--- src/amd_pkg.sv ---
/*
  Shared constants and types for the addressing mode and prebyte decoder.
  Assumes an 8-bit instruction stream with a 16-bit byte address space.
*/
package amd_pkg;

  localparam int unsigned ADDR_W = 16;
  localparam int unsigned DATA_W = 8;

  // Prebyte values that alter the following opcode.
  localparam logic [7:0] PRE_SECOND_INDEX   = 8'h90;
  localparam logic [7:0] PRE_INDIRECT       = 8'h92;
  localparam logic [7:0] PRE_INDIRECT_SECND = 8'h91;

  // Opcode column and row fields.
  localparam int unsigned COL_LSB = 4;
  localparam int unsigned ROW_LSB = 0;

  // Opcode columns that carry a mode of their own.
  localparam logic [3:0] COL_BTJ_DIR = 4'h0;
  localparam logic [3:0] COL_BIT_DIR = 4'h1;
  localparam logic [3:0] COL_REL_DIR = 4'h2;
  localparam logic [3:0] COL_RMW_DIR = 4'h3;
  localparam logic [3:0] COL_RMW_A   = 4'h4;
  localparam logic [3:0] COL_RMW_X   = 4'h5;
  localparam logic [3:0] COL_RMW_IXS = 4'h6;
  localparam logic [3:0] COL_RMW_IX0 = 4'h7;
  localparam logic [3:0] COL_INH_8   = 4'h8;
  localparam logic [3:0] COL_INH_9   = 4'h9;
  localparam logic [3:0] COL_IMM     = 4'ha;
  localparam logic [3:0] COL_DIR_S   = 4'hb;
  localparam logic [3:0] COL_DIR_L   = 4'hc;
  localparam logic [3:0] COL_IX_L    = 4'hd;
  localparam logic [3:0] COL_IX_S    = 4'he;
  localparam logic [3:0] COL_IX0     = 4'hf;

  // Rows with a special meaning inside some columns.
  localparam logic [3:0] ROW_HOLE_A  = 4'h1;
  localparam logic [3:0] ROW_HOLE_B  = 4'h2;
  localparam logic [3:0] ROW_HOLE_C  = 4'h5;
  localparam logic [3:0] ROW_HOLE_D  = 4'hb;
  localparam logic [3:0] ROW_JUMP    = 4'hc;
  localparam logic [3:0] ROW_CALL    = 4'hd;
  localparam logic [3:0] ROW_STORE   = 4'h7;
  localparam logic [7:0] OPC_MULTIPLY = 8'h42;

  // Reset values.
  localparam logic [15:0] RST_ADDR = 16'h0000;
  localparam logic [7:0]  RST_BYTE = 8'h00;

  typedef enum logic [4:0] {
    AM_INH   = 5'h00,
    AM_IMM   = 5'h01,
    AM_DIR_S = 5'h02,
    AM_DIR_L = 5'h03,
    AM_IX0   = 5'h04,
    AM_IX_S  = 5'h05,
    AM_IX_L  = 5'h06,
    AM_IND_S = 5'h07,
    AM_IND_L = 5'h08,
    AM_IIX_S = 5'h09,
    AM_IIX_L = 5'h0a,
    AM_REL_D = 5'h0b,
    AM_REL_I = 5'h0c,
    AM_BIT_D = 5'h0d,
    AM_BIT_I = 5'h0e,
    AM_BTJ_D = 5'h0f,
    AM_BTJ_I = 5'h10
  } amd_mode_t;

  typedef struct packed {
    amd_mode_t   mode;
    logic        use_y;
    logic        unauth;
    logic [2:0]  length;
    logic [7:0]  prebyte;
    logic [7:0]  opcode;
    logic [15:0] ea;
    logic [15:0] target;
    logic [7:0]  data;
  } amd_result_t;

endpackage

--- src/amd_decoder.sv ---
/*
  Fetches one instruction, applies any prebyte, fetches the address and pointer
  bytes, and delivers the effective address, branch target and length.
  Assumes a byte memory on the same clock that answers each held request
  with an acknowledge and data in the same cycle.
*/
// Contract
// - Short indexed: one offset byte plus index, reaching 00 to 1FE.
// - Long indexed: two offset bytes after opcode plus index, full 64K reach.
// - Indirect: read pointer address after opcode, then fetch pointer from memory.
// - Short indirect: byte pointer, operand address limited to 00 to FF.
// - Long indirect forms: one pointer-address byte selects a word pointer.
// - Indirect-indexed address is unsigned sum of index and fetched pointer.
// - Short indirect-indexed: byte pointer plus index, reaching 00 to 1FE.
// - ALU, load and compare opcodes have long and short memory forms.
// - Read-modify-write, bit, call and jump opcodes have short forms only; the code also gives jump and call rows long direct and long indexed forms.
// - Relative mode adds sign-extended 8-bit offset to the program counter.
// - Direct relative offset follows opcode; indirect relative reads it from memory.
// - The decoder covers the 63-instruction set in 13 groups.
// - Three prebytes alter how the immediately following opcode is read.
// - Prefixed layout: prebyte, opcode, then zero to two address bytes.
// - Prebyte 90 swaps first index register for second in plain modes.
// - Prebyte 92 turns direct modes and first-index indexed into indirect ones.
// - Prebyte 91 moves first-index indirect-indexed onto the second index.
// - Indexed address is unsigned sum of chosen index and offset.
// - Short direct uses one byte for 00 to FF; long direct two.
// - Undefined byte raises reset; unauthorised prebyte pairing does not.
module amd_decoder (
  input  wire logic                 mclk,
  input  wire logic                 resetn,
  input  wire logic                 start,
  input  wire logic [15:0]          start_pc,
  input  wire logic [7:0]           index_x,
  input  wire logic [7:0]           index_y,
  output logic                      ready,
  output logic                      mem_req,
  output logic [15:0]               mem_addr,
  input  wire logic                 mem_ack,
  input  wire logic [7:0]           mem_rdata,
  output logic                      done,
  output amd_pkg::amd_result_t      result,
  output logic                      illegal_reset
);

  typedef enum logic [2:0] {
    S_IDLE = 3'b000,
    S_OPC  = 3'b001,
    S_DEC  = 3'b010,
    S_ARG  = 3'b011,
    S_PTR  = 3'b100,
    S_REL  = 3'b101,
    S_DONE = 3'b110
  } amd_state_t;

  amd_state_t           state_q;
  logic [15:0]          pc_q;
  logic [15:0]          first_pc_q;
  logic [15:0]          addr_q;
  logic [7:0]           x_q;
  logic [7:0]           y_q;
  logic                 pre_valid_q;
  logic [7:0]           pre_q;
  logic [7:0]           opc_q;
  logic [15:0]          arg_q;
  logic [15:0]          ptr_q;
  logic [7:0]           rel_q;
  logic [1:0]           cnt_q;
  logic                 done_q;
  logic                 ill_q;
  amd_pkg::amd_result_t res_q;

  amd_pkg::amd_mode_t   mode;
  logic                 use_y;
  logic                 unauth;
  logic                 illegal;
  logic [1:0]           n_arg;
  logic [1:0]           n_ptr;
  logic                 has_rel;
  logic                 is_prebyte;
  logic [15:0]          idx;
  logic [15:0]          ea;
  logic [15:0]          target;
  logic [7:0]           rel_byte;
  logic [15:0]          pc_inc;

  // The mode is fixed from prebyte and opcode before any operand byte is read.
  amd_mode_table u_table (
    .pre_valid (pre_valid_q),
    .prebyte   (pre_q),
    .opcode    (opc_q),
    .mode      (mode),
    .use_y     (use_y),
    .unauth    (unauth),
    .illegal   (illegal),
    .n_arg     (n_arg),
    .n_ptr     (n_ptr),
    .has_rel   (has_rel)
  );

  assign is_prebyte = (mem_rdata == amd_pkg::PRE_SECOND_INDEX) ||
                      (mem_rdata == amd_pkg::PRE_INDIRECT) ||
                      (mem_rdata == amd_pkg::PRE_INDIRECT_SECND);
  assign pc_inc     = pc_q + 16'h0001;
  assign idx        = {8'h00, (use_y ? y_q : x_q)};

  assign ready         = (state_q == S_IDLE);
  assign mem_req       = (state_q == S_OPC) || (state_q == S_ARG) ||
                         (state_q == S_PTR) || (state_q == S_REL);
  assign mem_addr      = addr_q;
  assign done          = done_q;
  assign result        = res_q;
  assign illegal_reset = ill_q;

  always_ff @(posedge mclk or negedge resetn) begin
    if (!resetn) begin
      state_q <= S_IDLE;
      cnt_q   <= 2'd0;
    end else begin
      case (state_q)
        S_IDLE: begin
          if (start) begin
            state_q <= S_OPC;
          end
        end
        S_OPC: begin
          // A second prebyte-valued byte is taken as the opcode itself.
          if (mem_ack && !(is_prebyte && !pre_valid_q)) begin
            state_q <= S_DEC;
          end
        end
        S_DEC: begin
          if (illegal) begin
            state_q <= S_IDLE;
          end else if (n_arg != 2'd0) begin
            state_q <= S_ARG;
            cnt_q   <= n_arg;
          end else begin
            state_q <= S_DONE;
          end
        end
        S_ARG: begin
          if (mem_ack) begin
            cnt_q <= cnt_q - 2'd1;
            if (cnt_q == 2'd1) begin
              if (n_ptr != 2'd0) begin
                state_q <= S_PTR;
                cnt_q   <= n_ptr;
              end else if (has_rel) begin
                state_q <= S_REL;
              end else begin
                state_q <= S_DONE;
              end
            end
          end
        end
        S_PTR: begin
          if (mem_ack) begin
            cnt_q <= cnt_q - 2'd1;
            if (cnt_q == 2'd1) begin
              state_q <= has_rel ? S_REL : S_DONE;
            end
          end
        end
        S_REL: begin
          if (mem_ack) begin
            state_q <= S_DONE;
          end
        end
        S_DONE:  state_q <= S_IDLE;
        default: state_q <= S_IDLE;
      endcase
    end
  end

  // Fetch pointer and address register.
  always_ff @(posedge mclk or negedge resetn) begin
    if (!resetn) begin
      pc_q       <= amd_pkg::RST_ADDR;
      first_pc_q <= amd_pkg::RST_ADDR;
      addr_q     <= amd_pkg::RST_ADDR;
    end else begin
      case (state_q)
        S_IDLE: begin
          if (start) begin
            pc_q       <= start_pc;
            first_pc_q <= start_pc;
            addr_q     <= start_pc;
          end
        end
        S_OPC, S_REL: begin
          if (mem_ack) begin
            pc_q   <= pc_inc;
            addr_q <= pc_inc;
          end
        end
        S_DEC: addr_q <= pc_q;
        S_ARG: begin
          if (mem_ack) begin
            pc_q <= pc_inc;
            if ((cnt_q == 2'd1) && (n_ptr != 2'd0)) begin
              addr_q <= {8'h00, mem_rdata};
            end else begin
              addr_q <= pc_inc;
            end
          end
        end
        S_PTR: begin
          if (mem_ack) begin
            // The word pointer sits high byte first at the pointer address.
            addr_q <= (cnt_q == 2'd1) ? pc_q : addr_q + 16'h0001;
          end
        end
        default: addr_q <= addr_q;
      endcase
    end
  end

  // Instruction bytes as they arrive.
  always_ff @(posedge mclk or negedge resetn) begin
    if (!resetn) begin
      pre_valid_q <= 1'b0;
      pre_q       <= amd_pkg::RST_BYTE;
      opc_q       <= amd_pkg::RST_BYTE;
      arg_q       <= amd_pkg::RST_ADDR;
      ptr_q       <= amd_pkg::RST_ADDR;
      rel_q       <= amd_pkg::RST_BYTE;
      x_q         <= amd_pkg::RST_BYTE;
      y_q         <= amd_pkg::RST_BYTE;
    end else begin
      case (state_q)
        S_IDLE: begin
          if (start) begin
            pre_valid_q <= 1'b0;
            pre_q       <= amd_pkg::RST_BYTE;
            arg_q       <= amd_pkg::RST_ADDR;
            ptr_q       <= amd_pkg::RST_ADDR;
            rel_q       <= amd_pkg::RST_BYTE;
            x_q         <= index_x;
            y_q         <= index_y;
          end
        end
        S_OPC: begin
          if (mem_ack) begin
            if (is_prebyte && !pre_valid_q) begin
              pre_valid_q <= 1'b1;
              pre_q       <= mem_rdata;
            end else begin
              opc_q <= mem_rdata;
            end
          end
        end
        S_ARG: begin
          if (mem_ack) begin
            arg_q <= {arg_q[7:0], mem_rdata};
          end
        end
        S_PTR: begin
          if (mem_ack) begin
            ptr_q <= {ptr_q[7:0], mem_rdata};
          end
        end
        S_REL: begin
          if (mem_ack) begin
            rel_q <= mem_rdata;
          end
        end
        default: rel_q <= rel_q;
      endcase
    end
  end

  // Effective address, one form per mode.
  always_comb begin
    case (mode)
      amd_pkg::AM_IMM:   ea = first_pc_q + {13'h0000, pc_q[2:0] - first_pc_q[2:0]} - 16'h0001;
      amd_pkg::AM_DIR_S: ea = {8'h00, arg_q[7:0]};
      amd_pkg::AM_DIR_L: ea = arg_q;
      amd_pkg::AM_IX0:   ea = idx;
      amd_pkg::AM_IX_S:  ea = idx + {8'h00, arg_q[7:0]};
      amd_pkg::AM_IX_L:  ea = idx + arg_q;
      amd_pkg::AM_IND_S: ea = {8'h00, ptr_q[7:0]};
      amd_pkg::AM_IND_L: ea = ptr_q;
      amd_pkg::AM_IIX_S: ea = idx + {8'h00, ptr_q[7:0]};
      amd_pkg::AM_IIX_L: ea = idx + ptr_q;
      amd_pkg::AM_BIT_D, amd_pkg::AM_BTJ_D: ea = {8'h00, arg_q[7:0]};
      amd_pkg::AM_BIT_I, amd_pkg::AM_BTJ_I: ea = {8'h00, ptr_q[7:0]};
      default:           ea = amd_pkg::RST_ADDR;
    endcase
  end

  // Branch offset: in the opcode stream, behind a pointer, or after a bit address.
  always_comb begin
    case (mode)
      amd_pkg::AM_REL_D: rel_byte = arg_q[7:0];
      amd_pkg::AM_REL_I: rel_byte = ptr_q[7:0];
      amd_pkg::AM_BTJ_D, amd_pkg::AM_BTJ_I: rel_byte = rel_q;
      default:           rel_byte = amd_pkg::RST_BYTE;
    endcase
    target = pc_q + {{8{rel_byte[7]}}, rel_byte};
  end

  // Result and reset pulse; the result holds until the next legal instruction ends.
  always_ff @(posedge mclk or negedge resetn) begin
    if (!resetn) begin
      done_q <= 1'b0;
      ill_q  <= 1'b0;
      res_q  <= '0;
    end else begin
      done_q <= (state_q == S_DONE);
      ill_q  <= (state_q == S_DEC) && illegal;
      if (state_q == S_DONE) begin
        res_q.mode    <= mode;
        res_q.use_y   <= use_y;
        res_q.unauth  <= unauth;
        res_q.length  <= pc_q[2:0] - first_pc_q[2:0];
        res_q.prebyte <= pre_valid_q ? pre_q : amd_pkg::RST_BYTE;
        res_q.opcode  <= opc_q;
        res_q.ea      <= ea;
        res_q.target  <= target;
        res_q.data    <= (mode == amd_pkg::AM_IMM) ? arg_q[7:0] : rel_byte;
      end
    end
  end

endmodule

--- src/amd_mode_table.sv ---
/*
  Combinational table from prebyte and opcode to addressing mode and byte counts.
  Assumes prebyte and opcode are held stable by the caller while it is read.
*/
module amd_mode_table (
  input  wire logic              pre_valid,
  input  wire logic [7:0]        prebyte,
  input  wire logic [7:0]        opcode,
  output amd_pkg::amd_mode_t     mode,
  output logic                   use_y,
  output logic                   unauth,
  output logic                   illegal,
  output logic [1:0]             n_arg,
  output logic [1:0]             n_ptr,
  output logic                   has_rel
);

  logic [3:0]         col;
  logic [3:0]         row;
  amd_pkg::amd_mode_t base;

  assign col = opcode[amd_pkg::COL_LSB +: 4];
  assign row = opcode[amd_pkg::ROW_LSB +: 4];

  always_comb begin
    base    = amd_pkg::AM_INH;
    illegal = 1'b0;
    case (col)
      amd_pkg::COL_BTJ_DIR: base = amd_pkg::AM_BTJ_D;
      amd_pkg::COL_BIT_DIR: base = amd_pkg::AM_BIT_D;
      amd_pkg::COL_REL_DIR: base = amd_pkg::AM_REL_D;
      amd_pkg::COL_RMW_DIR: base = amd_pkg::AM_DIR_S;
      amd_pkg::COL_RMW_IXS: base = amd_pkg::AM_IX_S;
      amd_pkg::COL_RMW_IX0: base = amd_pkg::AM_IX0;
      amd_pkg::COL_IMM: begin
        base = (row == amd_pkg::ROW_CALL) ? amd_pkg::AM_REL_D : amd_pkg::AM_IMM;
        illegal = (row == amd_pkg::ROW_JUMP) || (row == amd_pkg::ROW_STORE);
      end
      amd_pkg::COL_DIR_S: base = amd_pkg::AM_DIR_S;
      amd_pkg::COL_DIR_L: base = amd_pkg::AM_DIR_L;
      amd_pkg::COL_IX_L:  base = amd_pkg::AM_IX_L;
      amd_pkg::COL_IX_S:  base = amd_pkg::AM_IX_S;
      amd_pkg::COL_IX0:   base = amd_pkg::AM_IX0;
      default:            base = amd_pkg::AM_INH;
    endcase
    // Holes in the read-modify-write columns are bytes with no meaning at all.
    if ((col >= amd_pkg::COL_RMW_DIR) && (col <= amd_pkg::COL_RMW_IX0)) begin
      if ((row == amd_pkg::ROW_HOLE_A) || (row == amd_pkg::ROW_HOLE_C) ||
          (row == amd_pkg::ROW_HOLE_D) ||
          ((row == amd_pkg::ROW_HOLE_B) && (opcode != amd_pkg::OPC_MULTIPLY))) begin
        illegal = 1'b1;
      end
    end
  end

  always_comb begin
    mode   = base;
    use_y  = 1'b0;
    unauth = 1'b0;
    if (pre_valid) begin
      case (prebyte)
        amd_pkg::PRE_SECOND_INDEX: begin
          case (base)
            amd_pkg::AM_INH, amd_pkg::AM_IMM, amd_pkg::AM_DIR_S, amd_pkg::AM_DIR_L,
            amd_pkg::AM_IX0, amd_pkg::AM_IX_S, amd_pkg::AM_IX_L: use_y = 1'b1;
            default: unauth = 1'b1;
          endcase
        end
        amd_pkg::PRE_INDIRECT: begin
          case (base)
            amd_pkg::AM_DIR_S: mode = amd_pkg::AM_IND_S;
            amd_pkg::AM_DIR_L: mode = amd_pkg::AM_IND_L;
            amd_pkg::AM_BIT_D: mode = amd_pkg::AM_BIT_I;
            amd_pkg::AM_BTJ_D: mode = amd_pkg::AM_BTJ_I;
            amd_pkg::AM_REL_D: mode = amd_pkg::AM_REL_I;
            amd_pkg::AM_IX_S:  mode = amd_pkg::AM_IIX_S;
            amd_pkg::AM_IX_L:  mode = amd_pkg::AM_IIX_L;
            default:           unauth = 1'b1;
          endcase
        end
        amd_pkg::PRE_INDIRECT_SECND: begin
          case (base)
            amd_pkg::AM_IX_S: begin
              mode  = amd_pkg::AM_IIX_S;
              use_y = 1'b1;
            end
            amd_pkg::AM_IX_L: begin
              mode  = amd_pkg::AM_IIX_L;
              use_y = 1'b1;
            end
            default: unauth = 1'b1;
          endcase
        end
        default: unauth = 1'b0;
      endcase
    end
  end

  always_comb begin
    case (mode)
      amd_pkg::AM_INH, amd_pkg::AM_IX0:   n_arg = 2'd0;
      amd_pkg::AM_DIR_L, amd_pkg::AM_IX_L: n_arg = 2'd2;
      default:                             n_arg = 2'd1;
    endcase
    case (mode)
      amd_pkg::AM_IND_S, amd_pkg::AM_IIX_S, amd_pkg::AM_REL_I,
      amd_pkg::AM_BIT_I, amd_pkg::AM_BTJ_I: n_ptr = 2'd1;
      amd_pkg::AM_IND_L, amd_pkg::AM_IIX_L: n_ptr = 2'd2;
      default:                              n_ptr = 2'd0;
    endcase
    has_rel = (mode == amd_pkg::AM_BTJ_D) || (mode == amd_pkg::AM_BTJ_I);
  end

endmodule

--- config.mk ---
export PLATFORM = sky130hd
export DESIGN_NAME = amd_decoder
export DESIGN_NICKNAME = d
export VERILOG_FILES = /design/src/amd_pkg.sv /design/src/amd_decoder.sv /design/src/amd_mode_table.sv
export SDC_FILE = /design/constraint.sdc
export NUM_CORES = 1
export LEC_CHECK = 0
export ABC_AREA = 1
export BUFFER_PORTS_ARGS = -buffer_cell sky130_fd_sc_hd__buf_2
export CORE_MARGIN = 2
export CORE_UTILIZATION = 45
export CTS_BUF_LIST = sky130_fd_sc_hd__clkbuf_16
export CTS_CLUSTER_DIAMETER = 30
export DETAILED_ROUTE_END_ITERATION = 10
export SETUP_SLACK_MARGIN = 0.1
export SLEW_MARGIN = 20
export SYNTH_ARGS = -nofsm -noshare
export SYNTH_HDL_FRONTEND = slang
export SYNTH_HIERARCHICAL = 1
export SYNTH_SLANG_ARGS = --single-unit
--- constraint.sdc ---
create_clock -name mclk -period 4.16 [get_ports mclk]
set_input_delay 0.208 -clock mclk [delete_from_list [all_inputs] [get_ports mclk]]
set_output_delay 0.208 -clock mclk [all_outputs]
set_load 0.005 [all_outputs]
# Word level (Yosys, flattened, before mapping)
# Cells that the tools add are included.
# word_totals
register_bits	194
in_bits	44
output_inout_bits	86
word_cells	231
# classes
add_sub_neg	11
n_lt_le_gt_ge	2
eq_ne	70
mux	67
n_bitwise	1
n_reduce_logical	56
# op_table
cell	count
16-bit one-hot mux with 10 select lines	1
16-bit 2-to-1 mux	9
16-bit one-hot mux with 2 select lines	3
16-bit one-hot mux with 5 select lines	1
8-bit 2-to-1 mux	7
5-bit by 4-bit equality test with 1-bit output, second input constant	11
8-bit equality test, second input constant	6
5-bit one-hot mux with 9 select lines	1
4-bit equality test, second input constant	9
5-bit by 3-bit equality test with 1-bit output, second input constant	7
5-bit one-hot mux with 7 select lines	1
16-bit by 1-bit adder with 16-bit output, second input constant	2
8-bit by 16-bit adder with 16-bit output	2
8-bit one-hot mux with 2 select lines	2
3-bit 2-to-1 mux	9
8-bit one-hot mux with 3 select lines	1
5-bit by 2-bit equality test with 1-bit output, second input constant	4
5-bit one-hot mux with 2 select lines	2
8-bit by 8-bit adder with 9-bit output	2
3-bit one-hot mux with 6 select lines	1
2-bit OR reduction	9
16-bit adder	1
16-bit by 3-bit adder with 16-bit output	1
4-bit by 3-bit equality test with 1-bit output, second input constant	4
other kinds (42)	111

# Depth between registers and ports, before layout
# logic_depth
depth_word	15
ltp_mapped	31
ltp_nobuf	29

# Cells and area by module
# Netlist, hierarchy kept.
# modules_own_cells
module	n_inst	cells_per_inst	area_per_inst_um2	seq_area_each_um2
amd_decoder	1	1756	12489.5	4854.7
amd_mode_table	1	119	610.6	0.0

# Least setup slack after synthesis
# OpenSTA, ideal clock, no wires.
# synth_timing
path_kind	flip-flop to flip-flop
from	register opc_q[7]
to	register res_q, in the netlist result[32]
setup_ns	0.123
arrival_time_ns	3.463
t_required_ns	4.037
path_slack_ns	0.574
path_stages_with_launch	26
path_buffers	2
path_cell_list	dfrtp_1 nor2_1 nand2_1 nand2_4 nand3_1 nand2_1 nand2_1 nand2_1 o21ai_4 inv_2 inv_1 nor2_2 nand3_4 buf_6 clkbuf_1 nand2_1 o21ai_0 ha_1 fa_1 nand3_1 nand2_1 a21o_1 o21ai_0 nand2_1 o21ai_0 nand2_1
# synth_rtl
item	line_no	text
start, declared	amd_decoder.sv:63	logic [7:0] opc_q;
start signal, assigned	amd_decoder.sv:223	opc_q <= amd_pkg::RST_BYTE;
start signal, assigned	amd_decoder.sv:248	opc_q <= mem_rdata;
4-bit by 3-bit equality test with 1-bit output, or another cell as far along	amd_mode_table.sv:28	case (col)
2-bit OR reduction (no line)	--	
5-bit one-hot mux with 9 select lines (*)	amd_mode_table.sv:28	
5-bit by 3-bit equality test with 1-bit output, or another cell as far along	amd_mode_table.sv:70, amd_mode_table.sv:82	
5-bit one-hot mux with 7 select lines / 5-bit one-hot mux with 2 select lines (equally long branches)	amd_mode_table.sv:70, amd_mode_table.sv:82	
5-bit one-hot mux with 2 select lines	amd_mode_table.sv:61	case (prebyte)
5-bit 2-to-1 mux (*)	amd_mode_table.sv:60	if (pre_valid) begin
named net mode[3]	amd_decoder.sv:72	amd_pkg::amd_mode_t mode;
5-bit by 3-bit equality test with 1-bit output, or another cell as far along	amd_decoder.sv:274	case (mode)
3-bit OR reduction (no line)	--	
16-bit one-hot mux with 10 select lines (*)	amd_decoder.sv:274	
end, declared	amd_decoder.sv:70	amd_pkg::amd_result_t res_q;
# The timed path passes the listed nets; every way through them passes the cells marked *.
# A chain may end at the register's enable or synchronous reset.

# Worst setup path after layout
# layout_timing
from	register opc_q[6]
to	register res_q, in the netlist result[29]
# The elaborated chain is that of the path after synthesis.

==> flow_summary_export.csv <==
group,metric,value,unit
timing,worst_clock_skew,13.3,ps
timing,totalNegativeSetupSlack,0,ps
worst_setup_path,longest_individual_stage_delay_on_the_worst_path,460,ps
place,gp_congestion,0.970,
routing,drc,0,
layout,finalNetCount,2171,
synth,synth-edff-count,0,
layout,diodes,0,
pwr,switch_share,52.3,%
clock_network,tritoncts_sink_count,194,
worst_setup_path,endpoint_kind,"flip-flop",
die,rows,62,
timing,fmax,258,MHz
layout,layout.cells.most_common,"nand2_1",
synth,synth-seq-area-share,37.1,%
global_routing,grt_start_max_net_pins,104,
clock_network,ctsLongestPathBuffers,2,
pwr,power_frac_comb,62.3,%
pwr,pwr-share-clk,12.9,%
clock_network,clkLatencyLatePin,450,ps
clock_network,cts_root_buf,"clkbuf_16",
worst_setup_path,worst_ep_arrival_time,4210,ps
global_routing,grt-ovfl-total,0,
synth,syn_area,0.0131,mm^2
routing,vias,13700,
worst_setup_path,setup.worst_path.start_class,"flip-flop",
global_routing,grt_pass1_wl,71.7,mm
clock_network,cts-htree-levels,4,
timing,max-slew-margin-rel,31.6,%
worst_setup_path,total_number_of_cells_along_the_worst_setup_path,28,
worst_setup_path,most_numerous_cell_on_the_critical_path,"nand2_1",
clock_network,cts_tree,"built",
layout,area_growth,20.1,%
routing,dr.first_iter.drc_count,1136,
synth,unique_cell_type_count_in_the_yosys_netlist,52,
synth,syn-instance-count,1875,
global_routing,grt_antenna_before_repair,2,
routing,route.antenna.remaining_nets,0,
synth,synth.avg_cell_area,6.99,um^2
layout,fin_cells,2468,
die,die_height,175,um
routing,drt_first_pass_iters,5,
place,port-buffer-count,129,
die,floorplan.die_area,0.0305,mm^2
pwr,power_frac_seq,24.8,%
pwr,ir_drop,0.283,mV
worst_setup_path,setup.worst_path.class,"reg -> reg",
worst_setup_path,critPathBufInv,5,
pwr,pwr_density_cell,863,mW/mm^2
die,die-width,175,um
synth,dominant_synthesized_flop_cell,"dfrtp_1",
pwr,net-switching-power,0.00710,W
timing,post-route-period-util,93.2,%
layout,drive_gt1_share,17.7,%
layout,commonest_cells_after_routing_fill_and_taps_aside,"nand2_1, inv_1, dfrtp_1",
routing,via_per_instance_ratio,5.53,
worst_setup_path,timing.critical_path.max_delay_family,"simple AND/OR/NAND/NOR gates",
worst_setup_path,critPathRequiredTime,4500,ps
synth,yosysWarningCount,6,
timing,fin_worst_hold_slack,29.5,ps
timing,unrepaired_setup_endpoints_after_global_routing,"no",
timing,setup_viol,0,
die,core_region_area,0.0287,mm^2
routing,detail_route.wirelength,47.4,mm
synth,ys_seq_elements,194,
timing,slew_worst_pin,1030,ps
place,dp_hpwl,36.1,mm
run,cap_violations,0,
die,design.portCount,130,
synth,synth_async_sr_flop_share,100,%
pwr,power.internal,0.00647,W
timing,finalCriticalPeriod,3880,ps
worst_hold_path,whs_path_depth,3,
worst_setup_path,worst_path_max_delay_cell,"dfrtp_2",
pwr,power.static_leakage,8.10,nW
worst_hold_path,timing.hold.worst.class,"in -> reg",
die,start_util,45.6,%
clock_network,cts_made_buffers,17,
place,dp_cells,2388,
layout,stdcell_area,0.0157,mm^2
outcome,outcome,"complete, no violations",
clock_network,clk_pin_slew,80,ps
global_routing,grt_util_all_layers,30.7,%
routing,avgRoutedWirePerCell,19.2,um
worst_setup_path,crit_path_max_fanout,12,
timing,hold_viol_final,0,
worst_setup_path,r2r_cells,28,
global_routing,number_of_global_route_vias_before_repair,12500,
timing,slew_violations,0,
synth,post_synthesis_net_count,1975,
place,detailed_place.area,0.0144,mm^2
==> logic make-up (layout without fill, tap and decap cells) <==
group	Yosys count	in the layout	share of synthesized area, %
compound gates	400	400	17.6
buf+inv	300	509	8.86
xor+xnor	22	22	1.47
simple gates	903	903	29.4
flops	194	194	37.1
fa+ha+maj	56	56	5.64
==> registers in the layout, indices dropped and copies added (netlist names) <==
name / flops
arg_q: 16
cnt_q: 2
done: 1
first_pc_q: 16
illegal_reset: 1
mem_addr: 16
opc_q: 8
pc_q: 16
pre_q: 8
pre_valid_q: 1
ptr_q: 16
rel_q: 8
result: 66
state_q: 3
x_q: 8
y_q: 8
==> worst paths after layout <==
kind	endpoint	startpoint	slack (ps)
worst max-delay path	result[29]$_DFFE_PN0P_	opc_q[6]$_DFFE_PN0P_	280
worst min-delay path	first_pc_q[3]$_DFFE_PN0P_	start_pc[3]	30
worst max register to register	result[29]$_DFFE_PN0P_	opc_q[6]$_DFFE_PN0P_	280
worst min register to register	result[44]$_DFFE_PN0P_	result[44]$_DFFE_PN0P_	470
max in group asynchronous	arg_q[0]$_DFFE_PN0P_	resetn	2680
min in group asynchronous	done$_DFF_PN0_	resetn	440
==> per-layer routing <==
layer	GRT usage [%]	share of wire [%]	vias to the layer above
met2	51.4	47	493
met3	4.81	6.0	95
li1	-	-	6578
met5	0	0.057	-
met1	39.3	42	6486
met4	13.7	4.5	4
==> area by class of cell <==
type,instances,area (um^2)
sequential,194,4860
inverter,245,925
fill,2945,13000
multi-input combinational,1381,7340
tap,384,480
timing repair buffer,232,1500
clock buffer,17,425
clock inverter,15,190
==> what timing repair did <==
item | 4_1_cts | 5_1_grt
pin swaps | 0 | 31
resized for setup | 8 | 74
hold buffers | 18 | 0
buffers inserted | 0 | 30
hold endpoints to repair | 118 | 0
endpoints found under the setup margin | 9 | 27
==> worst register-to-register path: cells and delay by family, from the launching register on <==
family          cells  cell delay [ps]
compound gates      4              460
fa+ha+maj           1              390
simple gates       18             1900
flops               1              460
buf+inv             5              540
==> cells in the mapped netlist (all sizes together), types with 3 or more instances <==
master / count / area, um^2
nand3: 152 / 798
o21a: 4 / 30.0
o221ai: 13 / 114
o21bai: 16 / 124
xnor2: 12 / 105
ha: 51 / 638
or2: 5 / 31.3
a21boi: 3 / 22.5
dfrtp: 194 / 4850
nor3: 14 / 85.1
inv: 242 / 908
buf: 23 / 121
a31oi: 5 / 31.3
nand4: 20 / 125
clkbuf: 32 / 120
o21ai: 206 / 1060
o31ai: 4 / 30.0
a21oi: 82 / 410
nand3b: 10 / 75.1
nand2: 567 / 2160
xor2: 10 / 87.6
nor2: 131 / 549
a21o: 4 / 30.0
fa: 5 / 100
a211oi: 5 / 37.5
o211ai: 20 / 155
clkinv: 3 / 11.3
o22ai: 31 / 194
==> power by group through the flow <==
stage / registers [W] / clock network, W / logic, W
after floorplan: 0.00319 / 0 / 0.00511
after global placement: 0.00337 / 0 / 0.00777
after detailed placement: 0.00338 / 0 / 0.00783
after CTS: 0.00335 / 0.00178 / 0.00791
after global routing: 0.00346 / 0.00185 / 0.00935
final: 0.00337 / 0.00175 / 0.00845
==> stage by stage <==
step / power (W) / utilization [%] / worst slack (ps)
floorplan: 0.00830 / - / 574
global placement: 0.0111 / 50.3 / 28.6
detailed placement: 0.0112 / 50.3 / 11.3
CTS: 0.0130 / 53.2 / 79.5
global route: 0.0147 / 54.8 / 39.7
finish: 0.0136 / 54.8 / 284
(Power assumes the default switching activity.)
